`src/hdl/spcr_pkg.sv`:
```
// Constants, field positions and state types of the serial port configuration bank
package spcr_pkg;

  // Register addresses
  localparam logic [12:0] ADDR_CONFIG = 13'h000;
  localparam logic [12:0] ADDR_REVISION = 13'h002;
  localparam logic [12:0] ADDR_VARIANT = 13'h003;
  localparam logic [12:0] ADDR_READBACK = 13'h004;
  localparam logic [12:0] ADDR_EE_STATUS = 13'hB00;
  localparam logic [12:0] ADDR_EE_INTEGRITY = 13'hB01;
  localparam logic [12:0] ADDR_EE_CTRL1 = 13'hB02;
  localparam logic [12:0] ADDR_EE_CTRL2 = 13'hB03;

  // Field positions
  localparam int CFG_DIR_BIT = 7;
  localparam int CFG_LSB_BIT = 6;
  localparam int CFG_SRST_BIT = 5;
  localparam int CFG_MIRROR_BITS = 4;
  localparam int RB_ACTIVE_BIT = 0;
  localparam int EE_BUSY_BIT = 0;
  localparam int EE_ERR_BIT = 0;
  localparam int EE_WEN_BIT = 0;
  localparam int EE_LOAD_BIT = 1;
  localparam int EE_STORE_BIT = 0;
  localparam int INSTR_RW_BIT = 15;

  // Reset values of the control bits
  localparam logic DIR_RST = 1'b0;
  localparam logic LSB_RST = 1'b0;
  localparam logic RB_RST = 1'b0;
  localparam logic EE_WEN_RST = 1'b0;

  // Identity defaults, values arbitrary
  localparam logic [7:0] REVISION_DEFAULT = 8'h5A;
  localparam logic [7:0] VARIANT_DEFAULT = 8'h3C;

  // Transfer counts and checksum seed
  localparam logic [4:0] INSTR_LAST = 5'h0F;
  localparam logic [2:0] BYTE_LAST = 3'h7;
  localparam logic [1:0] EE_IMG_LAST = 2'h2;
  localparam logic [1:0] EE_LOAD_LAST = 2'h3;
  localparam logic [7:0] EE_CHECK_SEED = 8'hA5;

  typedef enum logic [1:0] {
    EE_IDLE = 2'b00,
    EE_STORE = 2'b01,
    EE_LOAD = 2'b10
  } spcr_ee_mode_type;

  typedef struct packed {
    spcr_ee_mode_type mode;
    logic [1:0] cnt;
    logic [7:0] img0;
    logic [7:0] img1;
    logic err;
    logic done;
    logic we;
    logic [1:0] addr;
    logic [7:0] wdata;
  } spcr_ee_state_type;

  typedef struct packed {
    logic sclk_d;
    logic in_instr;
    logic [4:0] icnt;
    logic [15:0] ishift;
    logic rd;
    logic [12:0] addr;
    logic [2:0] bcnt;
    logic [7:0] rx;
    logic [7:0] tx;
    logic sdio_out;
    logic sdio_oe_n;
    logic sdo_out;
    logic sdo_oe_n;
    logic dir;
    logic lsb;
    logic srst;
    logic rb_buf;
    logic rb_act;
    logic ee_wen_buf;
    logic ee_wen_act;
    logic ee_load;
    logic ee_store;
  } spcr_state_type;

  localparam spcr_state_type STATE_RST = '{default: '0, in_instr: 1'b1, sdio_oe_n: 1'b1, sdo_oe_n: 1'b1};

endpackage

```
`src/hdl/spcr_sync.sv`:
```
// Two-stage synchroniser for pin inputs
`timescale 1ns/100ps
module spcr_sync #(
  parameter int WIDTH = 1
) (
  input wire logic clock,
  input wire logic rstn,
  input wire logic [WIDTH-1:0] async_in,
  output logic [WIDTH-1:0] sync_out
);
  typedef struct packed {
    logic [WIDTH-1:0] meta;
    logic [WIDTH-1:0] stable;
  } spcr_sync_state_type;

  spcr_sync_state_type s_q;
  spcr_sync_state_type s_d;

  always_comb begin
    s_d.meta = async_in;
    s_d.stable = s_q.meta;
  end

  always_ff @(posedge clock) begin
    if (!rstn) begin
      s_q <= '0;
    end else begin
      s_q <= s_d;
    end
  end

  assign sync_out = s_q.stable;
endmodule // spcr_sync

```
`src/hdl/spcr_eeprom.sv`:
```
// EEPROM store and load sequencer with checksum check
`timescale 1ns/100ps
module spcr_eeprom (
  input wire logic clock,
  input wire logic rstn,
  input wire logic store_start,
  input wire logic load_start,
  input wire logic [7:0] img0_in,
  input wire logic [7:0] img1_in,
  output logic busy,
  output logic data_error,
  output logic load_done,
  output logic [7:0] load_img0,
  output logic [7:0] load_img1,
  output logic [1:0] ee_addr,
  output logic [7:0] ee_wdata,
  output logic ee_we,
  input wire logic [7:0] ee_rdata
);
  import spcr_pkg::*;

  spcr_ee_state_type s_q;
  spcr_ee_state_type s_d;
  logic [7:0] check;

  always_comb begin
    s_d = s_q;
    s_d.done = 1'b0;
    s_d.we = 1'b0;
    check = s_q.img0 ^ s_q.img1 ^ EE_CHECK_SEED;
    case (s_q.mode)
      EE_IDLE: begin
        if (store_start) begin
          s_d.mode = EE_STORE;
          s_d.cnt = 2'h0;
          s_d.img0 = img0_in;
          s_d.img1 = img1_in;
        end else if (load_start) begin
          s_d.mode = EE_LOAD;
          s_d.cnt = 2'h0;
          s_d.err = 1'b0;
        end
      end
      EE_STORE: begin
        // Image bytes then checksum, one write per cycle
        s_d.we = 1'b1;
        s_d.addr = s_q.cnt;
        s_d.wdata = (s_q.cnt == 2'h0) ? s_q.img0 : ((s_q.cnt == 2'h1) ? s_q.img1 : check);
        s_d.cnt = s_q.cnt + 2'h1;
        if (s_q.cnt == EE_IMG_LAST) begin
          s_d.mode = EE_IDLE;
        end
      end
      EE_LOAD: begin
        // Read data belongs to the address issued one cycle earlier
        s_d.addr = s_q.cnt;
        s_d.cnt = s_q.cnt + 2'h1;
        if (s_q.cnt == 2'h1) begin
          s_d.img0 = ee_rdata;
        end
        if (s_q.cnt == EE_IMG_LAST) begin
          s_d.img1 = ee_rdata;
        end
        if (s_q.cnt == EE_LOAD_LAST) begin
          s_d.mode = EE_IDLE;
          if (ee_rdata != check) begin
            s_d.err = 1'b1;
          end else begin
            s_d.done = 1'b1;
          end
        end
      end
      default: begin
        s_d.mode = EE_IDLE;
      end
    endcase
  end

  always_ff @(posedge clock) begin
    if (!rstn) begin
      s_q <= '0;
    end else begin
      s_q <= s_d;
    end
  end

  assign busy = (s_q.mode != EE_IDLE);
  assign data_error = s_q.err;
  assign load_done = s_q.done;
  assign load_img0 = s_q.img0;
  assign load_img1 = s_q.img1;
  assign ee_addr = s_q.addr;
  assign ee_wdata = s_q.wdata;
  assign ee_we = s_q.we;
endmodule // spcr_eeprom

```
`src/hdl/spcr_port_regs.sv`:
```
// Serial port slave with configuration, identity and EEPROM control registers
`timescale 1ns/100ps
// Functional notes
// - Direction bit 0: shared data pin carries both ways, output pin floats.
// - Direction bit 1: writes on shared pin, reads only on output pin.
// - Order bit 0: MSB first, address steps down in multibyte transfers.
// - Order bit 1: LSB first, address steps up in multibyte transfers.
// - In I2C mode the order and stepping setting is ignored.
// - Writing soft reset restores the direction, order, readback select and EEPROM write enable bits to their defaults.
// - Soft reset bit clears itself on the next serial clock after the write.
// - Read-only byte reports the silicon revision.
// - Read-only byte identifies the product variant.
// - Readback select 0 returns buffer registers on reads.
// - Readback select 1 returns active registers on reads.
module spcr_port_regs #(
  parameter logic [7:0] REVISION_ID = spcr_pkg::REVISION_DEFAULT,
  parameter logic [7:0] VARIANT_ID = spcr_pkg::VARIANT_DEFAULT
) (
  input wire logic clock,
  input wire logic rstn,
  input wire logic sclk,
  input wire logic cs_n,
  input wire logic sdio_in,
  output logic sdio_out,
  output logic sdio_oe_n,
  output logic dedicated_data_output_pin,
  output logic dedicated_data_output_pin_oe_n,
  input wire logic i2c_mode,
  input wire logic io_update,
  output logic data_direction_select,
  output logic lsb_first,
  output logic soft_reset,
  output logic readback_active,
  output logic [1:0] ee_addr,
  output logic [7:0] ee_wdata,
  output logic ee_we,
  input wire logic [7:0] ee_rdata
);
  import spcr_pkg::*;

  spcr_state_type s_q;
  spcr_state_type s_d;
  logic [3:0] pins_s;
  logic sclk_s;
  logic cs_n_s;
  logic sdio_s;
  logic i2c_s;
  logic lsb_eff;
  logic rise;
  logic fall;
  logic ee_busy;
  logic ee_err;
  logic ee_done;
  logic [7:0] ee_img0;
  logic [7:0] ee_img1;
  logic [7:0] img0_out;
  logic [7:0] img1_out;
  logic [15:0] iw;
  logic [7:0] rb;
  logic [12:0] na;
  logic out_bit;

  spcr_sync #(
    .WIDTH(4)
  ) u_sync (
    .clock(clock),
    .rstn(rstn),
    .async_in({i2c_mode, sdio_in, cs_n, sclk}),
    .sync_out(pins_s)
  );

  assign sclk_s = pins_s[0];
  assign cs_n_s = pins_s[1];
  assign sdio_s = pins_s[2];
  assign i2c_s = pins_s[3];

  assign lsb_eff = s_q.lsb & ~i2c_s;
  assign rise = ~cs_n_s & sclk_s & ~s_q.sclk_d;
  assign fall = ~cs_n_s & ~sclk_s & s_q.sclk_d;

  // Image kept in EEPROM: config high bits and readback select
  always_comb begin
    img0_out = 8'h00;
    img0_out[CFG_DIR_BIT] = s_q.dir;
    img0_out[CFG_LSB_BIT] = s_q.lsb;
    img1_out = 8'h00;
    img1_out[RB_ACTIVE_BIT] = s_q.rb_buf;
  end

  spcr_eeprom u_eeprom (
    .clock(clock),
    .rstn(rstn),
    .store_start(s_q.ee_store),
    .load_start(s_q.ee_load),
    .img0_in(img0_out),
    .img1_in(img1_out),
    .busy(ee_busy),
    .data_error(ee_err),
    .load_done(ee_done),
    .load_img0(ee_img0),
    .load_img1(ee_img1),
    .ee_addr(ee_addr),
    .ee_wdata(ee_wdata),
    .ee_we(ee_we),
    .ee_rdata(ee_rdata)
  );

  function automatic logic [7:0] read_byte(input logic [12:0] a);
    logic [7:0] v;
    v = 8'h00;
    if (a == ADDR_CONFIG) begin
      v[CFG_DIR_BIT] = s_q.dir;
      v[CFG_LSB_BIT] = s_q.lsb;
      v[CFG_SRST_BIT] = s_q.srst;
      for (int i = 0; i < CFG_MIRROR_BITS; i++) begin
        v[i] = v[7 - i];
      end
    end else if (a == ADDR_REVISION) begin
      v = REVISION_ID;
    end else if (a == ADDR_VARIANT) begin
      v = VARIANT_ID;
    end else if (a == ADDR_READBACK) begin
      v[RB_ACTIVE_BIT] = s_q.rb_act ? s_q.rb_act : s_q.rb_buf;
    end else if (a == ADDR_EE_STATUS) begin
      v[EE_BUSY_BIT] = ee_busy;
    end else if (a == ADDR_EE_INTEGRITY) begin
      v[EE_ERR_BIT] = ee_err;
    end else if (a == ADDR_EE_CTRL1) begin
      v[EE_WEN_BIT] = s_q.rb_act ? s_q.ee_wen_act : s_q.ee_wen_buf;
      v[EE_LOAD_BIT] = s_q.ee_load;
    end else if (a == ADDR_EE_CTRL2) begin
      v[EE_STORE_BIT] = s_q.ee_store;
    end
    return v;
  endfunction

  always_comb begin
    s_d = s_q;
    s_d.sclk_d = sclk_s;
    s_d.ee_store = 1'b0;
    s_d.ee_load = 1'b0;
    out_bit = 1'b0;
    // Shift direction follows the bit order
    iw = lsb_eff ? {sdio_s, s_q.ishift[15:1]} : {s_q.ishift[14:0], sdio_s};
    rb = lsb_eff ? {sdio_s, s_q.rx[7:1]} : {s_q.rx[6:0], sdio_s};
    na = lsb_eff ? (s_q.addr + 13'h001) : (s_q.addr - 13'h001);

    // Buffered bits move to active on update
    if (io_update) begin
      s_d.rb_act = s_q.rb_buf;
      s_d.ee_wen_act = s_q.ee_wen_buf;
    end

    // Settings restored from EEPROM
    if (ee_done) begin
      s_d.dir = ee_img0[CFG_DIR_BIT];
      s_d.lsb = ee_img0[CFG_LSB_BIT];
      s_d.rb_buf = ee_img1[RB_ACTIVE_BIT];
      s_d.rb_act = ee_img1[RB_ACTIVE_BIT];
    end

    if (cs_n_s) begin
      s_d.in_instr = 1'b1;
      s_d.icnt = 5'h00;
      s_d.bcnt = 3'h0;
      s_d.sdio_oe_n = 1'b1;
      s_d.sdo_oe_n = 1'b1;
    end else begin
      if (rise) begin
        if (s_q.srst) begin
          s_d.srst = 1'b0;
        end
        if (s_q.in_instr) begin
          s_d.ishift = iw;
          s_d.icnt = s_q.icnt + 5'h01;
          if (s_q.icnt == INSTR_LAST) begin
            s_d.in_instr = 1'b0;
            s_d.rd = iw[INSTR_RW_BIT];
            s_d.addr = iw[12:0];
            s_d.bcnt = 3'h0;
            s_d.tx = read_byte(iw[12:0]);
          end
        end else begin
          s_d.rx = rb;
          s_d.bcnt = s_q.bcnt + 3'h1;
          if (s_q.bcnt == BYTE_LAST) begin
            s_d.addr = na;
            if (s_q.rd) begin
              s_d.tx = read_byte(na);
            end else if (s_q.addr == ADDR_CONFIG) begin
              // Only the high nibble is used; the mirror nibble is redundant
              if (rb[CFG_SRST_BIT]) begin
                s_d.dir = DIR_RST;
                s_d.lsb = LSB_RST;
                s_d.rb_buf = RB_RST;
                s_d.rb_act = RB_RST;
                s_d.ee_wen_buf = EE_WEN_RST;
                s_d.ee_wen_act = EE_WEN_RST;
                s_d.srst = 1'b1;
              end else begin
                s_d.dir = rb[CFG_DIR_BIT];
                s_d.lsb = rb[CFG_LSB_BIT];
              end
            end else if (s_q.addr == ADDR_READBACK) begin
              s_d.rb_buf = rb[RB_ACTIVE_BIT];
            end else if (s_q.addr == ADDR_EE_CTRL1) begin
              s_d.ee_wen_buf = rb[EE_WEN_BIT];
              s_d.ee_load = rb[EE_LOAD_BIT];
            end else if (s_q.addr == ADDR_EE_CTRL2) begin
              s_d.ee_store = rb[EE_STORE_BIT] & s_q.ee_wen_act;
            end
          end
        end
      end
      if (fall && !s_q.in_instr && s_q.rd) begin
        out_bit = lsb_eff ? s_q.tx[s_q.bcnt] : s_q.tx[BYTE_LAST - s_q.bcnt];
        if (s_q.dir) begin
          s_d.sdo_out = out_bit;
          s_d.sdo_oe_n = 1'b0;
          s_d.sdio_oe_n = 1'b1;
        end else begin
          s_d.sdio_out = out_bit;
          s_d.sdio_oe_n = 1'b0;
          s_d.sdo_oe_n = 1'b1;
        end
      end
    end
  end

  always_ff @(posedge clock) begin
    if (!rstn) begin
      s_q <= STATE_RST;
    end else begin
      s_q <= s_d;
    end
  end

  assign sdio_out = s_q.sdio_out;
  assign sdio_oe_n = s_q.sdio_oe_n;
  assign dedicated_data_output_pin = s_q.sdo_out;
  assign dedicated_data_output_pin_oe_n = s_q.sdo_oe_n;
  assign data_direction_select = s_q.dir;
  assign lsb_first = s_q.lsb;
  assign soft_reset = s_q.srst;
  assign readback_active = s_q.rb_act;
endmodule // spcr_port_regs

```
`config.mk`:
```
export PLATFORM = sky130hd
export DESIGN_NAME = spcr_port_regs
export DESIGN_NICKNAME = d
export VERILOG_FILES = /design/src/hdl/spcr_pkg.sv /design/src/hdl/spcr_sync.sv /design/src/hdl/spcr_eeprom.sv /design/src/hdl/spcr_port_regs.sv
export SDC_FILE = /design/constraint.sdc
export NUM_CORES = 1
export LEC_CHECK = 0
export BUFFER_PORTS_ARGS = -buffer_cell sky130_fd_sc_hd__buf_2
export CORE_ASPECT_RATIO = 1.1
export CORE_UTILIZATION = 64
export CTS_BUF_LIST = sky130_fd_sc_hd__clkbuf_4
export CTS_CLUSTER_SIZE = 8
export DETAILED_ROUTE_END_ITERATION = 6
export GPL_ROUTABILITY_DRIVEN = 0
export GPL_TIMING_DRIVEN = 0
export HOLD_SLACK_MARGIN = 0.1
export MAX_ROUTING_LAYER = met4
export PLACE_DENSITY = 0.89
export SYNTH_ARGS = -nofsm -noshare
export SYNTH_HDL_FRONTEND = slang
export SYNTH_HIERARCHICAL = 1
export SYNTH_SLANG_ARGS = --single-unit
```
`constraint.sdc`:
```
create_clock -name clock -period 4.2 [get_ports clock]
set_input_delay 0.63 -clock clock [delete_from_list [all_inputs] [get_ports clock]]
set_output_delay 0.63 -clock clock [all_outputs]
set_load 0.005 [all_outputs]
```
==> flow_summary.ini <==
[sta]
tightestPinTransition_ps = 765
rsz0062_at_grt = false
drv_slew = 0
maxSlewHeadroom_pct = 47.5
fin_crit_ps = 3910
fmax_mhz = 256
fin_crit_sh_pct = 93.1
hold_violations = 0
fin_skew_ps = 19.5
finalSetupViolCount = 0

[clock_network]
cts_made_buffers = 9
cts_buffer_depth = 2
cts.clk_slew.worst_paths_ps = 160
cts_root_buf = clkbuf_4
htree_levels = 3
clkLatencyLatePin_ps = 470
cts_tree = built
cts_sinks = 108

[grt]
use_met1_pct = 36.8
met2_usage_pct = 59.0
grtUsageTotal_pct = 34.0
grt_pass1_vias = 6043
grt_pass1_wl_mm = 28.0
grt_use_met3_pct = 6.92
grt_antenna_before_repair = 0
overflow = 0
grt.busiest_layer = met2
grt_max_degree = 22

[pwr]
powerDensity_mw_per_mm2 = 241
total_power_mw = 1.70
power.share.combinational_pct = 6.2
internal_power_mw = 1.27
switchingPower_mw = 0.432
p_leak_nw = 2.70
power_frac_seq_pct = 61.6
p_clk_share_pct = 32.2
switching_share_pct = 25.4
vdd_ir_drop_max_mv = 0.166

[final_layout]
design_area_sq_mm = 0.00708
most-common-layout-cells = dfxtp_1, nor2_1, nand2_1, mux2i_1, a21oi_1
fin_nets = 873
drive_above_1_share_pct = 11.7
area_growth_pct = 8.23
final_cells = 955
final_common_cell = dfxtp_1
antenna_cells = 0

[routing]
wl_per_cell_microns = 17.8
vias_per_cell = 6.45
drc = 1
final_antenna_net_count = 0
routed_wl_mm = 17.0
vias = 6157
firstDrtPassIters = 7
drt-initial-drc-count = 656

[floorplanning]
fp.dieW_microns = 98.4
start_util_pct = 66.1
die-area_sq_mm = 0.0106
core_area_sq_mm = 0.00989
io_pins = 34
die-height_microns = 108
num_rows = 38

[job]
drv_cap = 0

[critical_path]
worst_setup_path_end_kind = register
worstPathMaxFanout = 10
startpoint_type = register
worstSetupPathType = reg2reg
crit_required_ps = 4600
crit_start = lsb_first$_SDFF_PN0_
rr_startpoint = lsb_first$_SDFF_PN0_
arrival_ps = 4310

[worst_hold_path]
hp-class = in2reg
holdCritStartpoint = sdio_in

[status]
status = finished, violations left
violations = DRC

[yosys]
synth_area_sq_mm = 0.00654
syn_inst = 771
post_synth.cell_area_avg_sq_um = 8.48
yosysWarnings = 6

[placement]
dp_cells = 936
dp_hpwl_mm = 12.8
portBuffers = 33
place_area_sq_mm = 0.00690
cell type report:
type	count	area, sq um
multi-input combinational	602	4080
fill	743	2810
sequential	108	2160
buffer	50	264
timing repair buffer	37	195
tap	120	150
inverter	22	86.3
clock buffer	11	82.6
clock inverter	5	60.1
critical path, cell delays in order (launching register included):
cell	delay (ps)
dfxtp_1	450
nand2b_1	110
buf_2	250
clkinvlp_4	190
buf_2	240
fa_1	440
nand2b_1	220
a211oi_4	290
o211a_1	200
o22a_1	200
xnor2_1	140
or4_4	600
or3_1	370
a21oi_1	150
per-layer routing:
metal  vias up  wire length, microns
li1       2901                     -
met1      2848                  6430
met2       315                  8390
met3        93                  1340
met4         0                   818
met5         -                     0
registers in the layout (all words and copies together), names as in the netlist:
signal	flops
s_q	58
u_eeprom/ee_wdata	8
u_eeprom/load_img0	8
u_eeprom/load_img1	8
u_eeprom/s_q	4
u_sync/s_d	4
u_sync/sync_out	4
u_eeprom/ee_addr	2
data_direction_select	1
dedicated_data_output_pin	1
dedicated_data_output_pin_oe_n	1
img1_out	1
lsb_first	1
readback_active	1
sdio_oe_n	1
sdio_out	1
soft_reset	1
u_eeprom/data_error	1
u_eeprom/ee_we	1
u_eeprom/load_done	1
what timing repair did:
action / in CTS / in global routing
gates resized for setup: 3 / 4
hold buffers: 0 / 0
setup endpoints to repair: 6 / 6
buffers inserted: 0 / 4
power by group through the flow:
stage	logic [mW]	registers [mW]	clock network [mW]
after floorplan	0.0703	1.07	0
after global placement	0.0987	1.07	0
after detailed placement	0.103	1.07	0
after CTS	0.103	1.05	0.551
after global routing	0.116	1.05	0.590
final	0.106	1.05	0.548
worst paths after layout:
kind | to | slack, ps | depth (start not counted)
min | u_sync/s_d[2]$_SDFF_PN0_ | 340 | 2
min reg2reg | u_sync/sync_out[0]$_SDFF_PN0_ | 450 | 1
max reg2reg | s_q[18]$_SDFFE_PN0P_ | 290 | 13
max | s_q[18]$_SDFFE_PN0P_ | 290 | 13
per-stage QoR:
stage | setup slack [ps] | TNS (ps) | hold slack [ps] | util, %
6_report | 288 | 0 | 345 | 71.6
5_1_grt | 42.1 | 0 | 331 | 71.6
4_1_cts | 28.6 | 0 | 341 | 71.3
3_5_place_dp | -109 | -297 | 421 | 69.8
3_3_place_gp | -65.2 | -101 | 414 | 69.8
2_1_floorplan | 633 | 0 | 412 | -
No activity file was read; power rests on OpenSTA's default activity.
